<file path="src/pmr_pkg.sv">
package pmr_pkg;
    localparam logic [6:0] DEV_ADDR_DEFAULT  = 7'h40;
    localparam int         SAMPLE_W          = 12;
    // Status byte bit positions
    localparam int         ST_CONVERTER_OVERCURRENT_SEEN         = 0;
    localparam int         ST_ADC_ALERT      = 1;
    localparam int         ST_OC_LIVE        = 2;
    localparam int         ST_TRIP_LATCHED   = 3;
    localparam int         ST_OFF_STATUS     = 4;
    localparam int         ST_OFF_ALERT      = 5;
    localparam logic [7:0] STATUS_RESET      = 8'h00;
    localparam int         CONVERTER_OVERCURRENT_SEEN_RUN        = 3;

    typedef enum logic [1:0] {
        MODE_BOTH,
        MODE_VOLT,
        MODE_CURR
    } pmr_mode_t;

    typedef struct packed {
        logic [11:0] volt;
        logic [11:0] curr;
    } pmr_sample_t;
endpackage

</file>
<file path="src/pmr_sync.sv">
`timescale 1ns/10ps
module pmr_sync #(
    parameter int               WIDTH   = 1,
    parameter logic [WIDTH-1:0] RST_VAL = '1
) (
    input  wire logic             clock,
    input  wire logic             rst,
    input  wire logic [WIDTH-1:0] din,
    output logic      [WIDTH-1:0] dout
);
    logic [WIDTH-1:0] stage1;

    // First stage read only by the second
    always_ff @(posedge clock or posedge rst) begin
        if (rst) begin
            stage1 <= RST_VAL;
            dout   <= RST_VAL;
        end else begin
            stage1 <= din;
            dout   <= stage1;
        end
    end
endmodule

</file>
<file path="src/power_monitor_readback_status.sv">
`timescale 1ns/10ps
module power_monitor_readback_status #(
    parameter logic [6:0] DEV_ADDR = pmr_pkg::DEV_ADDR_DEFAULT
) (
    input  wire logic                 clock,
    input  wire logic                 rst,
    input  wire logic                 sclIn,
    input  wire logic                 sdaIn,
    output logic                      sdaOut,
    output logic                      sdaOe,
    output logic                      alertOut,
    output logic                      alertOe,
    output logic [7:0]                alert_status_flags,
    input  wire pmr_pkg::pmr_mode_t   readMode,
    input  wire logic                 statusSelect,
    input  wire logic                 voltage_continuous,
    input  wire logic                 current_continuous,
    input  wire logic                 singleShotBusy,
    input  wire logic                 convDone,
    input  wire pmr_pkg::pmr_sample_t convData,
    input  wire logic                 convOverThreshold,
    input  wire logic                 alertEnAdc,
    input  wire logic                 alertEnTrip,
    input  wire logic                 alertEnOff,
    input  wire logic                 force_release_ctl,
    input  wire logic                 clearPulse,
    input  wire logic                 overcurrent_live
);
    ////////////////////////////////////////////////////////////////////////////
    // Pin synchronisers
    logic [2:0] pinSync;
    logic       scl;
    logic       sda;
    logic       ocLive;
    logic       sclPrev;
    logic       sdaPrev;

    // Comparator idles low, bus lines idle high: no false event after reset
    pmr_sync #(.WIDTH(3), .RST_VAL(3'b110)) uSync (
        .clock (clock),
        .rst   (rst),
        .din   ({sclIn, sdaIn, overcurrent_live}),
        .dout  (pinSync)
    );
    assign scl    = pinSync[2];
    assign sda    = pinSync[1];
    assign ocLive = pinSync[0];

    always_ff @(posedge clock or posedge rst) begin
        if (rst) begin
            sclPrev <= 1'b1;
            sdaPrev <= 1'b1;
        end else begin
            sclPrev <= scl;
            sdaPrev <= sda;
        end
    end

    wire sclRise  = scl & ~sclPrev;
    wire sclFall  = ~scl & sclPrev;
    wire startCnd = scl & sclPrev & sdaPrev & ~sda;
    wire stopCnd  = scl & sclPrev & ~sdaPrev & sda;

    ////////////////////////////////////////////////////////////////////////////
    // Conversion holding and status
    pmr_pkg::pmr_sample_t sample;
    logic                 haveData;
    logic [1:0]           ocRun;
    logic                 adcOc;
    logic                 adcAlert;
    logic                 tripLatched;
    logic                 offStatus;
    logic                 offAlert;
    logic                 forcePrev;

    wire forceWrite = force_release_ctl & ~forcePrev;
    wire adcTrip    = adcOc & alertEnAdc;

    always_ff @(posedge clock or posedge rst) begin
        if (rst) begin
            sample    <= '0;
            haveData  <= 1'b0;
            ocRun     <= 2'h0;
            adcOc     <= 1'b0;
            forcePrev <= 1'b0;
        end else begin
            forcePrev <= force_release_ctl;
            if (convDone) begin
                sample   <= convData;
                haveData <= 1'b1;
                if (!convOverThreshold) begin
                    ocRun <= 2'h0;
                    adcOc <= 1'b0;
                end else if (32'(ocRun) + 1 >= pmr_pkg::CONVERTER_OVERCURRENT_SEEN_RUN) begin
                    // Run count parks here while the flag stands
                    adcOc <= 1'b1;
                end else begin
                    ocRun <= ocRun + 2'h1;
                end
            end
        end
    end

    // Set wins over clear so a persisting source relatches at once
    always_ff @(posedge clock or posedge rst) begin
        if (rst) begin
            adcAlert    <= 1'b0;
            tripLatched <= 1'b0;
            offStatus   <= 1'b0;
            offAlert    <= 1'b0;
        end else begin
            adcAlert    <= adcTrip | (adcAlert & ~clearPulse);
            tripLatched <= (ocLive & alertEnTrip) | (tripLatched & ~clearPulse);
            offStatus   <= forceWrite | offStatus;
            offAlert    <= (forceWrite & alertEnOff) | (offAlert & ~clearPulse);
        end
    end

    // Assembled by position so the byte layout lives in one place
    logic [7:0] statusByte;
    always_comb begin
        statusByte                           = 8'h00;
        statusByte[pmr_pkg::ST_CONVERTER_OVERCURRENT_SEEN]       = adcOc;
        statusByte[pmr_pkg::ST_ADC_ALERT]    = adcAlert;
        statusByte[pmr_pkg::ST_OC_LIVE]      = ocLive;
        statusByte[pmr_pkg::ST_TRIP_LATCHED] = tripLatched;
        statusByte[pmr_pkg::ST_OFF_STATUS]   = offStatus;
        statusByte[pmr_pkg::ST_OFF_ALERT]    = offAlert;
    end

    always_ff @(posedge clock or posedge rst) begin
        if (rst) begin
            alert_status_flags <= pmr_pkg::STATUS_RESET;
            alertOe            <= 1'b0;
            alertOut           <= 1'b0;
        end else begin
            alert_status_flags <= statusByte;
            // Pin level stays low; only the enable signals the alert
            alertOut           <= 1'b0;
            // Force-release only wins while its alert path is enabled
            alertOe <= (tripLatched | adcAlert) & ~(force_release_ctl & alertEnOff);
        end
    end

    ////////////////////////////////////////////////////////////////////////////
    // Read byte formatting
    // Zeros until the first conversion lands
    wire [11:0] vData = haveData ? sample.volt : 12'h000;
    wire [11:0] iData = haveData ? sample.curr : 12'h000;
    wire [1:0]  lastIdx = statusSelect ? 2'd0 : (readMode == pmr_pkg::MODE_BOTH) ? 2'd2 : 2'd1;

    logic [1:0] byteIdx;
    logic [7:0] txByte;
    always_comb begin
        txByte = 8'h00;
        if (statusSelect) begin
            txByte = statusByte;
        end else begin
            unique case (readMode)
                pmr_pkg::MODE_BOTH: begin
                    txByte = (byteIdx == 2'd0) ? vData[11:4] :
                             (byteIdx == 2'd1) ? iData[11:4] : {vData[3:0], iData[3:0]};
                end
                pmr_pkg::MODE_VOLT: begin
                    txByte = (byteIdx == 2'd0) ? vData[11:4] : {vData[3:0], 4'h0};
                end
                pmr_pkg::MODE_CURR: begin
                    txByte = (byteIdx == 2'd0) ? iData[11:4] : {iData[3:0], 4'h0};
                end
                // Unused mode code returns zeros
                default: txByte = 8'h00;
            endcase
        end
    end

    ////////////////////////////////////////////////////////////////////////////
    // Slave state machine
    typedef enum logic [2:0] {
        ST_IDLE,
        ST_ADDR,
        ST_ACK,
        ST_SEND,
        ST_MACK,
        ST_WAIT
    } pmr_state_t;

    pmr_state_t state;
    logic [2:0] bitCnt;
    logic [7:0] shiftReg;
    logic       noCont;

    // Single-shot busy refuses the address; continuous modes always answer
    wire blockRead = singleShotBusy & ~(voltage_continuous | current_continuous);
    wire addrHit   = (shiftReg[6:0] == DEV_ADDR) & sda & ~blockRead;

    always_ff @(posedge clock or posedge rst) begin
        if (rst) begin
            state    <= ST_IDLE;
            bitCnt   <= 3'h0;
            shiftReg <= 8'h00;
            byteIdx  <= 2'd0;
            sdaOe    <= 1'b0;
            noCont   <= 1'b0;
        end else if (startCnd) begin
            // Every read starts again at its first byte
            state   <= ST_ADDR;
            bitCnt  <= 3'h0;
            byteIdx <= 2'd0;
            sdaOe   <= 1'b0;
        end else if (stopCnd) begin
            state <= ST_IDLE;
            sdaOe <= 1'b0;
        end else begin
            unique case (state)
                ST_IDLE: sdaOe <= 1'b0;
                ST_ADDR: begin
                    // Eighth rise carries the read bit
                    if (sclRise) begin
                        shiftReg <= {shiftReg[6:0], sda};
                        bitCnt   <= bitCnt + 3'h1;
                        if (bitCnt == 3'h7) begin
                            state <= addrHit ? ST_ACK : ST_WAIT;
                        end
                    end
                end
                ST_ACK: begin
                    // First fall drives the acknowledge, the second loads the byte
                    if (sclFall && !sdaOe) begin
                        sdaOe <= 1'b1;
                    end else if (sclFall) begin
                        state    <= ST_SEND;
                        bitCnt   <= 3'h0;
                        shiftReg <= txByte;
                        sdaOe    <= ~txByte[7];
                    end
                end
                ST_SEND: begin
                    // Eighth fall ends the byte and frees the line for the master
                    if (sclFall) begin
                        if (bitCnt == 3'h7) begin
                            state <= ST_MACK;
                            sdaOe <= 1'b0;
                        end else begin
                            shiftReg <= {shiftReg[6:0], 1'b0};
                            sdaOe    <= ~shiftReg[6];
                            bitCnt   <= bitCnt + 3'h1;
                        end
                    end
                end
                ST_MACK: begin
                    // Index moves on the rise so the fall already loads the next byte
                    if (sclRise) begin
                        noCont  <= sda | (byteIdx == lastIdx);
                        byteIdx <= byteIdx + 2'd1;
                    end else if (sclFall) begin
                        if (noCont) begin
                            state <= ST_WAIT;
                        end else begin
                            state    <= ST_SEND;
                            bitCnt   <= 3'h0;
                            shiftReg <= txByte;
                            sdaOe    <= ~txByte[7];
                        end
                    end
                end
                ST_WAIT: sdaOe <= 1'b0;
                default: state <= ST_IDLE;
            endcase
        end
    end

    // Open drain: data level is always low, only the enable moves
    always_ff @(posedge clock or posedge rst) begin
        if (rst) begin
            sdaOut <= 1'b0;
        end else begin
            sdaOut <= 1'b0;
        end
    end
endmodule

</file>
<file path="config.mk">
export PLATFORM = sky130hd
export DESIGN_NAME = power_monitor_readback_status
export DESIGN_NICKNAME = d
export VERILOG_FILES = /design/src/pmr_pkg.sv /design/src/pmr_sync.sv /design/src/power_monitor_readback_status.sv
export SDC_FILE = /design/constraint.sdc
export NUM_CORES = 1
export LEC_CHECK = 0
export BUFFER_PORTS_ARGS = -buffer_cell sky130_fd_sc_hd__buf_4
export CORE_MARGIN = 2
export CORE_UTILIZATION = 31
export CTS_BUF_LIST = sky130_fd_sc_hd__clkbuf_16
export DETAILED_ROUTE_END_ITERATION = 10
export GPL_TIMING_DRIVEN = 0
export PLACE_DENSITY = 0.45
export SLEW_MARGIN = 10
export SYNTH_ARGS = -nofsm -noshare
export SYNTH_HDL_FRONTEND = slang
export SYNTH_SLANG_ARGS = --single-unit
</file>
<file path="constraint.sdc">
create_clock -name clock -period 2.42 [get_ports clock]
set_clock_uncertainty 0.1 [all_clocks]
set_input_delay 0.242 -clock clock [delete_from_list [all_inputs] [get_ports clock]]
set_output_delay 0.242 -clock clock [all_outputs]
set_load 0.1 [all_outputs]
</file>
# ---- Word level (Yosys, flattened, before mapping)
# Index checks and enable logic that the tools add are counted.
dict set report op_classes {
  add_sub_neg 4
  magnitude_cmp 1
  eq_ne 41
  mux 61
  bitwise_logic 39
  reduce_logical 19
}
# cell count
set ops {}
lappend ops {{$mux W3} 22}
lappend ops {{$mux W7} 8}
lappend ops {{$mux W8} 5}
lappend ops {{$ne A4 B4 Y1 const B} 9}
lappend ops {{$pmux W7 S4} 1}
lappend ops {{$mux W12} 2}
lappend ops {{$ne A3 B3 Y1 const B} 8}
lappend ops {{$pmux W8 S3} 1}
lappend ops {{$ne A2 B2 Y1 const B} 10}
lappend ops {{$and A1 B1 Y1} 19}
lappend ops {{$mux W2} 8}
lappend ops {{$pmux W3 S5} 1}
lappend ops {{$not A1 Y1} 13}
lappend ops {{$pmux W3 S4} 1}
lappend ops {{$mux W1} 11}
lappend ops {{$reduce_and A11 Y1} 1}
lappend ops {{$reduce_and A10 Y1} 1}
lappend ops {{$eq A3 B3 Y1 const B} 3}
lappend ops {{$reduce_and A9 Y1} 1}
lappend ops {{$eq A7 B7 Y1 const B} 1}
lappend ops {{$or A1 B1 Y1} 7}
lappend ops {{$eq A3 B2 Y1 const B} 2}
lappend ops {{$reduce_and A6 Y1} 1}
lappend ops {{$reduce_bool A6 Y1} 1}
lappend ops {{23 further kinds} 28}
dict set report totals {
  ff_bits 65
  in_bits 42
  output_inout_bits 12
  wordCells 187
}

# ---- Depth between registers and ports, before layout
dict set report logic_depth {
  word_depth 12
  depth_mapped 9
  mapped_depth_nobuf 8
}

# ---- Modules after synthesis
# A second synthesis with hierarchy kept.
dict set report hier_totals {
  cells_unflattened 320
  hier_area_um2 3462.1
}
# mod instances cells_per_inst area_per_inst_um2 seq_area_each_um2
set modules_own_cells {}
lappend modules_own_cells {power_monitor_readback_status 1 313 3303.2 1478.9}
lappend modules_own_cells {pmr_sync 1 7 158.9 155.1}

# ---- Worst setup path before layout
# Ideal clock, no wire load.
dict set report synth_timing {
  path_type {reg2reg}
  from {register sdaOe}
  to {register state[0]}
  setup_time_ns 0.125
  t_arrival_ns 1.879
  required_time_ns 2.195
  slack_ns 0.316
  stages_incl_launch_ff 5
  path_buffers 0
  period_less_slack_ns 2.104
  cell_sequence {dfrtp_1 > a211o_1 > or2_4 > a21o_1 > mux2_4}
}
dict set report synth_between {
  elab_chain_len 4
}
# item line_no
set synth_rtl {}
lappend synth_rtl {{start: declaration} power_monitor_readback_status.sv:10} ;# output logic sdaOe,
lappend synth_rtl {{start signal: assignment} power_monitor_readback_status.sv:234} ;# sdaOe <= ~txByte[7];
lappend synth_rtl {{start signal: assignment} power_monitor_readback_status.sv:245} ;# sdaOe <= ~shiftReg[6];
lappend synth_rtl {{start signal: assignment} power_monitor_readback_status.sv:262} ;# sdaOe <= ~txByte[7];
lappend synth_rtl {{$logic_not A1 Y1} power_monitor_readback_status.sv:228} ;# if (sclFall && !sdaOe) begin
lappend synth_rtl {{$logic_and A1 B1 Y1} power_monitor_readback_status.sv:228}
lappend synth_rtl {{$ne A4 B4 Y1 (no source line)} -}
lappend synth_rtl {{$reduce_and A9 Y1 (no source line)} -}
lappend synth_rtl {{end signal: assignment} power_monitor_readback_status.sv:222} ;# state <= addrHit ? ST_ACK : ST_WAIT;
lappend synth_rtl {{end: declaration} power_monitor_readback_status.sv:187} ;# pmr_state_t state;
# Every way passes these cells.
# A chain may end at the register's enable or synchronous reset.

# ---- Worst setup path after layout
dict set report layout_timing {
  from {register byteIdx[0]}
  to {register shiftReg[0]}
}
dict set report layout_between {
  elab_chain_len 9
  word_cells_on_any_way 14
  cone_classes {1 x eq/ne; 12 x mux; 1 x reduce/logical}
}
# item line_no
set layout_rtl {}
lappend layout_rtl {{start: declaration} power_monitor_readback_status.sv:152} ;# logic [1:0] byteIdx;
lappend layout_rtl {{start signal: assignment} power_monitor_readback_status.sv:254} ;# byteIdx <= byteIdx + 2'd1;
lappend layout_rtl {{$eq A2 B1 Y1} power_monitor_readback_status.sv:162} ;# (byteIdx == 2'd1) ? iData[11:4] : {vData[3:0], iData[3:0]};
lappend layout_rtl {{$mux W8} power_monitor_readback_status.sv:162}
lappend layout_rtl {{$mux W8} power_monitor_readback_status.sv:161} ;# txByte = (byteIdx == 2'd0) ? vData[11:4] :
lappend layout_rtl {{$pmux W8 S3 *} power_monitor_readback_status.sv:159} ;# unique case (readMode)
lappend layout_rtl {{$mux W8 *} power_monitor_readback_status.sv:156} ;# if (statusSelect) begin
lappend layout_rtl {{$mux W7} power_monitor_readback_status.sv:256} ;# if (noCont) begin
lappend layout_rtl {{$mux W7} power_monitor_readback_status.sv:255} ;# end else if (sclFall) begin
lappend layout_rtl {{$mux W7} power_monitor_readback_status.sv:252} ;# if (sclRise) begin
lappend layout_rtl {{$pmux W7 S4 *} power_monitor_readback_status.sv:214} ;# unique case (state)
lappend layout_rtl {{end signal: assignment} power_monitor_readback_status.sv:219} ;# shiftReg <= {shiftReg[6:0], sda};
lappend layout_rtl {{end signal: assignment} power_monitor_readback_status.sv:233} ;# shiftReg <= txByte;
lappend layout_rtl {{end signal: assignment} power_monitor_readback_status.sv:261} ;# shiftReg <= txByte;
lappend layout_rtl {{end: declaration} power_monitor_readback_status.sv:189} ;# logic [7:0] shiftReg;
# Mark *: on every way between the ends. The rest lies on a longest branch, timed or not. The select of a mux whose other input is x is not followed.

==> summary.md <==
| Metric | Value |
|---|---|
| Status | finished, final reports clean |
| Synth Warn # | 0 |
| Pwr dens | approximately 1100 nW/um^2 |
| Critical Path Source Type | flop |
| # fillers | 1035 |
| Final Max Slew Viols | 0 |
| DIE HEIGHT | between 100 and 150 um |
| LEAKAGE | roughly 1.9 nW |
| I/O pins | 54 |
| DR WL/cell | between 15 and 20 um |
| Seq/Total Area, Yosys | 0.500 |
| Synth top area share | 0.452 |
| Register area | around 1600 sq um |
| Crit-path cells | inv_1, ha_1, clkbuf_1, nor2_1, a32o_1, a21oi_1, o21ai_0, mux2_2 |
| # DRC | 0 |
| FF-to-FF End | shiftReg[0] |
| # diodes | 0 |
| Number of global-route vias before repair | between 2000 and 3000 |
| Post-Synthesis Cells | 317 |
| Gp weighted congestion | between 0.8 and 0.9 |
| FP Rows | 37 |
| Mapped Avg Cell Area | between 10 and 15 sq um |
| Vias per cell | 4.88 |
| Synth top cells by count | dfrtp_1 (59), mux2_2 (27), nand2_1 (27) |
| Layout Utilization | 0.413 |
| CTS tree | built |
| Synth cell types | 50 |
| Final hold violations | 0 |
| Post-DP HPWL | 5990 um |
| Final setup viols | 0 |
| Fmax | between 400 and 500 MHz |
| Maximum fanout along the worst path | 9 |
| Final WL | 8090 um |
| RSZ-0062 raised after global routing | no |
| Number of I/O port buffers | between 40 and 50 |
| Relative slew slack | 0.597 |
| Crit share post-route | 0.921 |
| Root buf cell | clkbuf_16 |
| Synthesized area | 3270 sq um |
| Slowest stage delay, CP | approximately 410 ps |
| Minimum clock period | approximately 2200 ps |
| Worst setup margin | a little under 200 ps |
| Clk slew on worst S/H paths | around 60 ps |
| Post-synth top area cell | dfrtp_1 |
| Clock latency on the worst-skew pair | about 330 ps |
| Post-synth EDFFs | 0 |
| Clock sink count | 65 |
| Vias | 2570 |
| WHS | approximately 25 ps |
| CTS Buffer Depth | 2 |
| Worst Reg-to-Reg Cells | 8 |
| CP delay by family, top | compound AO/OA/AOI/OAI gates |
| Worst path required time | roughly 2500 ps |
| Die footprint | 11400 sq um |
| Count leader, synth | dfrtp_1 |
| Multi-input combinational cell area | 1490 sq um |
| Crit path from | byteIdx[0] |
| Seq cells post-synth | 65 |
| Tot Pwr | between 4 and 5 mW |
| Share of cells above drive strength 1 | 0.292 |
| Total grt overflow | 0 |
| Reg-to-reg critical path startpoint | byteIdx[0] |
| Core area | 10300 sq um |
| Max-Cap Viols | 0 |
| Nets@finish | roughly 440 |
| Arrival @ worst endpoint | around 2300 ps |
| Most used DFF post-synth | dfrtp_1 |
| Die X | about 110 um |
| Area added between synthesis and finish | 29.7% |
| CP bufs+invs | 2 |
| Global-route layer with the greatest usage | met2 |
| WHS Path Cells | 3 |
| Starting Density | 0.318 |
| M1 GR Usage | 0.204 |
| Total number of H-tree levels | 3 |
| Number of antenna violations at the first check in global routing | 0 |
| Met2 usage | 0.242 |
| Dpl ws | roughly 110 ps |
| Reg2reg setup slack | around 190 ps |
| DR iter-0 viols | 72 |
| Router iterations before antenna repair | 4 |
| Critical path class | flop to flop |
| Number of cells on the critical path | 8 |
| Ys async rst share | 1.00 |
| Crit path to | shiftReg[0] |
| Met3 usage | 0.0377 |
| CTS Buf Count | 9 |
| Ranking of synthesized cells by area | dfrtp_1 (45%), mux2_2 (9.3%), dfstp_2 (4.8%), a21oi_1 (3.4%), o21ai_0 (3.2%) |
| Peak supply drop | about 0.44 mV |
| Total track usage | 0.153 |
| Largest net degree at the start of global routing | 39 |
| Worst-Margin Slew | between 600 and 700 ps |
| Type of destination of the critical path | flop |
| Slowest-stage cell, CP | dfrtp_1 |
| Remaining antenna violation count | 0 |
| Worst Hold Class | input pin to flop |
| First-pass GRT wire length | 13400 um |
## timing repair
item | CTS | global route
setup buffers | 0 | 0
endpoints found under the hold margin | 27 | 0
setup endpoints to repair | 0 | 6
gates resized for setup | 0 | 2
hold buffers | 7 | 0
## sequential cells by signal (all words and copies together), names as in the netlist
register	count
alert_status_flags	6
sclPrev	1
adcAlert	1
state	3
tripLatched	1
sdaPrev	1
adcOc	1
offAlert	1
ocRun	2
sample	24
haveData	1
uSync.stage1	3
noCont	1
bitCnt	3
sdaOe	1
uSync.dout	3
alertOe	1
forcePrev	1
byteIdx	2
offStatus	1
shiftReg	7
## worst min-delay path, delay by kind of cell
family / cells / cell delay (ps)
AND/OR/NAND/NOR: 1 / 40
buffers and inverters: 1 / 80
AO/OA/AOI/OAI: 1 / 60
## per-stage QoR
step / cells / TNS [ps] / instance area (sq um)
after CTS: 527 / 0 / 4240
after floorplan: 320 / 0 / 3280
after global placement: 503 / -29190 / 3800
final: 527 / 0 / 4240
after global routing: 527 / 0 / 4240
after detailed placement: 504 / 0 / 3830
## cell type report
cell class / instances / area share
flip-flops and latches: 65 / 0.385
multi-input cells: 219 / 0.352
repair buffers: 55 / 0.104
clock buffers: 9 / 0.0531
well taps: 136 / 0.0401
clock inverters: 7 / 0.0280
plain buffers: 16 / 0.0192
inverters: 20 / 0.0183
## cells by family (layout without fill, tap and decap cells)
group	Yosys count	after routing	synth area share
multiplexers	33	33	0.113
AO/OA/AOI/OAI	99	99	0.198
adder cells (fa/ha/maj)	7	7	0.0268
AND/OR/NAND/NOR	76	76	0.114
flip-flops	65	65	0.500
buffers and inverters	36	107	0.0475
other	1	4	0.00115
## per-layer routing
layer | wire length (um) | share of wire
met5 | 0 | 0
met4 | 108 | 0.013
met3 | 376 | 0.046
met2 | 3760 | 0.47
met1 | 3840 | 0.47
## report_power, final
| group | total (mW) | internal, mW | switching (mW) |
|---|---|---|---|
| Clock | 1.50 | 1.01 | 0.494 |
| Sequential | 1.51 | 1.31 | 0.195 |
| Combinational | 1.66 | 0.652 | 1.01 |
| Total | 4.67 | 2.97 | 1.70 |
## worst min path at each step
| stage | startpoint | endpoint | slack [ps] |
|---|---|---|---|
| final | alertEnTrip | tripLatched | 20 |
| after global routing | convData[23] | sample[23] | 40 |
| after CTS | alertEnTrip | tripLatched | 20 |
| after detailed placement | rst | sample[11] | 170 |
| after global placement | uSync.stage1[0] | uSync.dout[0] | 240 |
| after floorplan | sdaIn | uSync.stage1[1] | 150 |
## cells in the final DEF, fill, tap and decap left out, types with 3 or more instances in the layout
master,count
a211oi_1,6
a21o_1,7
a21oi_1,22
a22oi_1,6
a31oi_1,6
a32oi_1,3
buf_2,4
buf_4,51
bufinv_16,3
clkbuf_1,7
clkbuf_16,9
conb_1,4
dfrtp_1,59
dfstp_2,6
dlygate4sd3_1,7
ha_1,7
inv_1,18
mux2_2,27
mux2i_1,5
nand2_1,27
nand2b_1,8
nand3_1,3
nand4_1,3
nor2_1,18
nor2b_1,4
nor3_1,3
o211ai_1,3
o21ai_0,21
o21ai_1,5
o22a_1,3
o22ai_1,4
No activity file was read; power rests on OpenSTA's default activity.
